===== src/include/iop_pkg.sv =====
// Constants and types for the general-purpose I/O port register block.
// Assumes a single system clock and a synchronous active-high reset.
//
// Summary of operation
// - Each register also answers at +0x4 clear, +0x8 set, +0xc invert.
// - Bits 31:16 of every port register read zero and ignore writes.
// - Sixteen-pin port: direction register resets to all ones, pins are inputs.
// - Twelve-pin port: only bits 11:0 exist; direction resets to ones there.
// - Pin value and output latch reset to zero (IOP_RST_UNDEFINED is 16'h0000).
// - Open-drain control resets to zero, push-pull drivers selected.
package iop_pkg;
	// ----------------------------------------------------------------
	// Register map
	// ----------------------------------------------------------------
	localparam logic [15:0] IOP_ADDR_DIRECTION = 16'h60c0;
	localparam logic [15:0] IOP_ADDR_VALUE = 16'h60d0;
	localparam logic [15:0] IOP_ADDR_LATCH = 16'h60e0;
	localparam logic [15:0] IOP_ADDR_OPEN_DRAIN = 16'h60f0;
	localparam int IOP_ADDR_W = 16;
	localparam int IOP_DATA_W = 32;
	localparam int IOP_PORT_W = 16;
	localparam int IOP_NUM_REGS = 4;
	// ----------------------------------------------------------------
	// Companion offsets in address bits 3:2
	// ----------------------------------------------------------------
	localparam logic [1:0] IOP_OP_PLAIN = 2'h0;
	localparam logic [1:0] IOP_OP_CLEAR = 2'h1;
	localparam logic [1:0] IOP_OP_SET = 2'h2;
	localparam logic [1:0] IOP_OP_INVERT = 2'h3;
	// ----------------------------------------------------------------
	// Reset values
	// ----------------------------------------------------------------
	localparam logic [IOP_PORT_W-1:0] IOP_RST_DIRECTION = 16'hffff;
	localparam logic [IOP_PORT_W-1:0] IOP_RST_OPEN_DRAIN = 16'h0000;
	localparam logic [IOP_PORT_W-1:0] IOP_RST_UNDEFINED = 16'h0000;
	localparam int IOP_SYNC_STAGES = 3;
endpackage : iop_pkg


===== src/include/iop_wr_if.sv =====
// Interface carrying one decoded register update to the bit-update unit.
// Assumes both ends sit on the same clock.
`timescale 1ns/1ps
interface iop_wr_if #(parameter int WIDTH = 16);
	logic [1:0] op;
	logic [WIDTH-1:0] old_value;
	logic [WIDTH-1:0] wdata;
	logic [WIDTH-1:0] new_value;
	modport ctrl (output op, output old_value, output wdata, input new_value);
	modport unit (input op, input old_value, input wdata, output new_value);
endinterface : iop_wr_if


===== src/logic/iop_bit_update.sv =====
// Combinational plain, clear, set and invert update of one register.
// Assumes the caller masks the result to the implemented pins.
`timescale 1ns/1ps
module iop_bit_update
	import iop_pkg::*;
(
	// Update request and result
	iop_wr_if.unit wr
);
	// ----------------------------------------------------------------
	// Atomic update
	// ----------------------------------------------------------------
	// atomic bit update
	always_comb begin
		case (wr.op)
			IOP_OP_PLAIN: wr.new_value = wr.wdata;
			IOP_OP_CLEAR: wr.new_value = wr.old_value & ~wr.wdata;
			IOP_OP_SET: wr.new_value = wr.old_value | wr.wdata;
			IOP_OP_INVERT: wr.new_value = wr.old_value ^ wr.wdata;
			default: wr.new_value = wr.old_value;
		endcase
	end
endmodule : iop_bit_update


===== src/logic/iop_port.sv =====
// Register block and pin drivers of one general-purpose I/O port.
// Assumes pins are outside the clock domain; a testbench resolves the pads.
//
// The strobed register port was decided locally.
`timescale 1ns/1ps
module iop_port
	import iop_pkg::*;
#(
	parameter int PINS = 16
) (
	// Clock and reset
	input wire logic i_sys_clk,
	input wire logic i_srst,
	// Register port
	input wire logic [iop_pkg::IOP_ADDR_W-1:0] i_addr,
	input wire logic [iop_pkg::IOP_DATA_W-1:0] i_wdata,
	input wire logic i_wr,
	input wire logic i_rd,
	output logic [iop_pkg::IOP_DATA_W-1:0] o_rdata,
	// Pins
	input wire logic [iop_pkg::IOP_PORT_W-1:0] i_pin,
	output logic [iop_pkg::IOP_PORT_W-1:0] o_pin,
	output logic [iop_pkg::IOP_PORT_W-1:0] o_pin_oe
);
	// ----------------------------------------------------------------
	// State
	// ----------------------------------------------------------------
	typedef struct packed {
		logic [IOP_PORT_W-1:0] dir;
		logic [IOP_PORT_W-1:0] lat;
		logic [IOP_PORT_W-1:0] odc;
		logic [IOP_PORT_W-1:0] val;
		logic [IOP_SYNC_STAGES-1:0][IOP_PORT_W-1:0] sync;
		logic [IOP_DATA_W-1:0] rdata;
	} iop_state_t;

	localparam logic [IOP_PORT_W-1:0] PIN_MASK = IOP_PORT_W'((32'h1 << PINS) - 32'h1);

	iop_state_t st_q;
	iop_state_t st_d;
	logic sel_dir;
	logic sel_lat;
	logic sel_odc;
	logic sel_val;
	logic [IOP_PORT_W-1:0] old_sel;
	logic [IOP_PORT_W-1:0] upd;
	logic [IOP_PORT_W-1:0] rd_word;
	iop_wr_if #(.WIDTH(IOP_PORT_W)) wr_bus ();

	// ----------------------------------------------------------------
	// Decode: base address with bits 3:2 as the companion operation
	// ----------------------------------------------------------------
	assign sel_dir = {i_addr[IOP_ADDR_W-1:4], 4'h0} == IOP_ADDR_DIRECTION;
	assign sel_val = {i_addr[IOP_ADDR_W-1:4], 4'h0} == IOP_ADDR_VALUE;
	assign sel_lat = {i_addr[IOP_ADDR_W-1:4], 4'h0} == IOP_ADDR_LATCH;
	assign sel_odc = {i_addr[IOP_ADDR_W-1:4], 4'h0} == IOP_ADDR_OPEN_DRAIN;

	// Current value of the addressed register; value writes act on the latch
	always_comb begin
		old_sel = '0;
		if (sel_dir) begin
			old_sel = st_q.dir;
		end else if (sel_odc) begin
			old_sel = st_q.odc;
		end else if (sel_lat || sel_val) begin
			old_sel = st_q.lat;
		end
	end

	assign wr_bus.op = i_addr[3:2];
	assign wr_bus.old_value = old_sel;
	assign wr_bus.wdata = i_wdata[IOP_PORT_W-1:0];
	assign upd = wr_bus.new_value & PIN_MASK;

	iop_bit_update u_update (
		.wr(wr_bus)
	);

	// Read mux
	always_comb begin
		rd_word = '0;
		if (sel_dir) begin
			rd_word = st_q.dir;
		end else if (sel_val) begin
			rd_word = st_q.val;
		end else if (sel_lat) begin
			rd_word = st_q.lat;
		end else if (sel_odc) begin
			rd_word = st_q.odc;
		end
	end

	// ----------------------------------------------------------------
	// Next state
	// ----------------------------------------------------------------
	always_comb begin
		st_d = st_q;
		// Three-stage pin synchroniser; only stages two and three are read later
		st_d.sync[0] = i_pin;
		st_d.sync[1] = st_q.sync[0];
		st_d.sync[2] = st_q.sync[1];
		// Change accepted once stages two and three agree
		for (int b = 0; b < IOP_PORT_W; b++) begin
			if (st_q.sync[1][b] == st_q.sync[2][b]) begin
				st_d.val[b] = st_q.sync[2][b] & PIN_MASK[b];
			end
		end
		if (i_wr) begin
			if (sel_dir) begin
				st_d.dir = upd;
			end
			if (sel_odc) begin
				st_d.odc = upd;
			end
			if (sel_lat || sel_val) begin
				st_d.lat = upd;
			end
		end
		st_d.rdata = i_rd ? {{(IOP_DATA_W-IOP_PORT_W){1'b0}}, rd_word} : '0;
		if (i_srst) begin
			st_d.dir = IOP_RST_DIRECTION & PIN_MASK;
			st_d.odc = IOP_RST_OPEN_DRAIN;
			st_d.lat = IOP_RST_UNDEFINED;
			st_d.val = IOP_RST_UNDEFINED;
			st_d.sync = '0;
			st_d.rdata = '0;
		end
	end

	always_ff @(posedge i_sys_clk) begin
		st_q <= st_d;
	end

	// ----------------------------------------------------------------
	// Outputs
	// ----------------------------------------------------------------
	assign o_rdata = st_q.rdata;
	always_comb begin
		for (int b = 0; b < IOP_PORT_W; b++) begin
			o_pin[b] = st_q.odc[b] ? 1'b0 : st_q.lat[b];
			o_pin_oe[b] = PIN_MASK[b] & ~st_q.dir[b] & (~st_q.odc[b] | ~st_q.lat[b]);
		end
	end
endmodule : iop_port


===== config.mk =====
export PLATFORM = sky130hd
export DESIGN_NAME = iop_port
export DESIGN_NICKNAME = d
export VERILOG_FILES = /design/src/include/iop_pkg.sv /design/src/include/iop_wr_if.sv /design/src/logic/iop_bit_update.sv /design/src/logic/iop_port.sv
export SDC_FILE = /design/constraint.sdc
export NUM_CORES = 1
export LEC_CHECK = 0
export BUFFER_PORTS_ARGS = -buffer_cell sky130_fd_sc_hd__buf_2
export CAP_MARGIN = 20
export CORE_MARGIN = 5
export CORE_UTILIZATION = 55
export CTS_BUF_LIST = sky130_fd_sc_hd__clkbuf_4
export DETAILED_ROUTE_END_ITERATION = 12
export PLACE_DENSITY = 0.8
export REMOVE_ABC_BUFFERS = 1
export SLEW_MARGIN = 20
export SYNTH_ARGS = -nofsm -noshare
export SYNTH_HDL_FRONTEND = slang
export SYNTH_SLANG_ARGS = --single-unit

===== constraint.sdc =====
create_clock -name i_sys_clk -period 6.6 [get_ports i_sys_clk]
set_clock_uncertainty 0.05 [all_clocks]
set_input_delay 0.33 -clock i_sys_clk [delete_from_list [all_inputs] [get_ports i_sys_clk]]
set_output_delay 0.33 -clock i_sys_clk [all_outputs]
set_load 0.01 [all_outputs]

==> results.toml <==
[grt]
grt_pass1_vias = 4961
grt_max_degree = 99
antenna_found_initial = 0
grt_overflow = 0
grt_pass1_wl_um = 23100
grtUsageTotal = 0.223

[floorplanning]
start_util = 0.566
pin_count = 132
die_area_um2 = 13500
die_w_um = 116
die_h_um = 116
rows = 38
coreArea_um2 = 10900

[timing]
setup-violations-final = 0
max_freq_mhz = 352
hold_viol = 0
worstMarginPinSlew_ns = 1.09
drv_slew = 0
layout_min_cycle_time_ns = 2.84
relSlewSlack = 0.272
fin_crit_sh = 0.430
whs_ns = 0.227
setup_tns_ns = 0
rsz0062_at_grt = "false"

[finish]
instances_no_fill = 929
area_delta_synth_final_pct = 13.3
drive_gt1_frac = 0.208
nets = 877
diodes = 0

[power_and_ir_drop]
switching_share = 0.231
power_density_nw_per_um2 = 207
power_frac_clock = 0.374
p_leak_nw = 3.09
irDropWorstVdd_v = 0.000104
p_comb_frac = 0.084
seq_power_share = 0.542
netSwitchingPower_mw = 0.336
intPower_mw = 1.12

[synth]
synthCells = 691
synthTopCellsByArea = "dfxtp_1 41%, mux4_2 12%, nand2_1 9.7%, nor2b_1 8.1%, ha_1 6.5%"
yosysSeqAreaShare = 0.414
postSynth.asyncResetShare = 0
synth_area_leader_cell = "dfxtp_1"
yosysUniqueCellTypes = 27
synth_ff_type = "dfxtp_1"
syn_area_um2 = 6190
synthTopCellsByCount = "160 x nand2_1, 128 x dfxtp_1, 80 x nor2b_1"
avgSynthCellArea_um2 = 8.96
synth.most_common_cell = "nand2_1"
synth_edf_count = 0
synth_top_area_share = 0.414
ys_ff_latch = 128
yosys_warnings = 0

[critical_path]
crit_path_top_delay_cell = "nand4_1"
required_ns = 6.95
critPathBufInv = 1
path_max_fanout = 20
end_kind = "flop"
start_kind = "input port"
critPathArrivalTime_ns = 3.19
worst_path_largest_cell_delay_ns = 1.02
crit_type = "input port to flop"
crit_chain = "buf_2, and2_1, nand4_1, nand2_1, a21oi_1"
cp_top_family = "simple AND/OR/NAND/NOR gates"

[drt]
dr.pass1.iters = 5
wire_per_inst_um = 15.8
antenna_left = 0
routed_wirelength_um = 14700
drt_iter0_drc = 356
vias = 4958
drc = 0
drt-vias-per-instance = 5.34

[cts]
ctsLongestPathBuffers = 2
cts_root_buf = "clkbuf_4"
numCtsBuffers = 17
cts_setup_buffers = 0
clkLatencyLatePin_ns = 0.54
cts_hold_buf = 20
cts_resized = 0
cts_tree = "built"
clock_sinks = 128
clkTransAtPathRegs_ns = 0.11
cts_max_level = 4

[placement]
io_buffer_count = 97
place.gp.congestion = 0.784
dp_cells = 878
place_hpwl_um = 9400

[flow_run]
cap_violations = 0

[outcome]
outcome = "complete, no violations"

[min_path]
hold_path_class = "input port to flop"
routing by layer:
layer  share of wire  up-vias  track usage
met5               0        -            0
met4           0.025        0        0.129
met3           0.080       39       0.0539
met2            0.50      201        0.381
met1            0.39     2334        0.256
li1                -     2384            -
power by group through the flow:
stage	Sequential, mW	Clock (mW)	Combinational [mW]
6_report	0.788	0.543	0.122
5_1_grt	0.790	0.590	0.135
4_1_cts	0.789	0.557	0.122
3_5_place_dp	0.806	0	0.113
3_3_place_gp	0.806	0	0.108
2_1_floorplan	0.805	0	0.0622
state kept, by name, summed over array words and instances, names as in the netlist:
register	cells
st_q	112
o_rdata	16
final timing paths:
kind,start,endpoint,slack (ns),cells past startpoint
worst max-delay path,i_addr[4],st_q[103]$_SDFFE_PP0P_,3.76,5
worst min-delay path,i_wdata[14],st_q[142]$_SDFFE_PP1P_,0.23,4
worst max register to register,st_q[121]$_SDFFE_PP0P_,st_q[105]$_SDFFE_PP0P_,4.75,7
worst min register to register,st_q[42]$_SDFF_PP0_,st_q[58]$_SDFF_PP0_,0.39,1
logic make-up after synthesis:
kind of cell             Yosys count  share of synthesized area
AO/OA/AOI/OAI                     96                     0.0808
XOR/XNOR                           1                    0.00141
adder cells (fa/ha/maj)           32                     0.0646
buffers and inverters            131                      0.103
flip-flops                       128                      0.414
multiplexers                      32                      0.116
other                              1                   0.000605
AND/OR/NAND/NOR                  270                      0.219
metrics by stage:
stage / util / instance area (um2) / total power [mW] / setup WS, ns
6_report: 0.642 / 7020 / 1.45 / 3.76
5_1_grt: 0.642 / 7020 / 1.51 / 3.63
4_1_cts: 0.642 / 7020 / 1.47 / 3.86
3_5_place_dp: 0.598 / 6540 / 0.919 / 3.28
3_3_place_gp: 0.598 / 6540 / 0.913 / 3.32
2_1_floorplan: - / 5850 / 0.867 / 4.32
worst min-delay path, cell delays in order:
cell      delay [ns]
buf_2           0.09
mux4_2          0.25
nand2_1         0.05
nand3b_1        0.07
layout by cell type (no fill, tap or decap), drive strengths merged:
cell and instances:
a21oi 64, o21ai 16, nor4 1, xor2 1
clkbuf 22, nand4 4, bufinv 3, nand3b 16
nand2 160, and4 3, and3 1, nor2b 80
and4bb 1, ha 32, dlygate4sd3 20, nor2 1
and2 1, buf 99, clkinv 6, inv 64
mux4 32, nor4bb 1, conb 16, or3b 1
dfxtp 128, a31oi 16
layout make-up:
cell class,count,area [um2]
clock buffer,22,165
timing repair buffer,119,703
sequential,128,2560
fill,895,3920
clock inverter,9,116
tap,140,175
multi-input combinational,447,3060
inverter,64,240
Power figures use the tool's default switching activity.
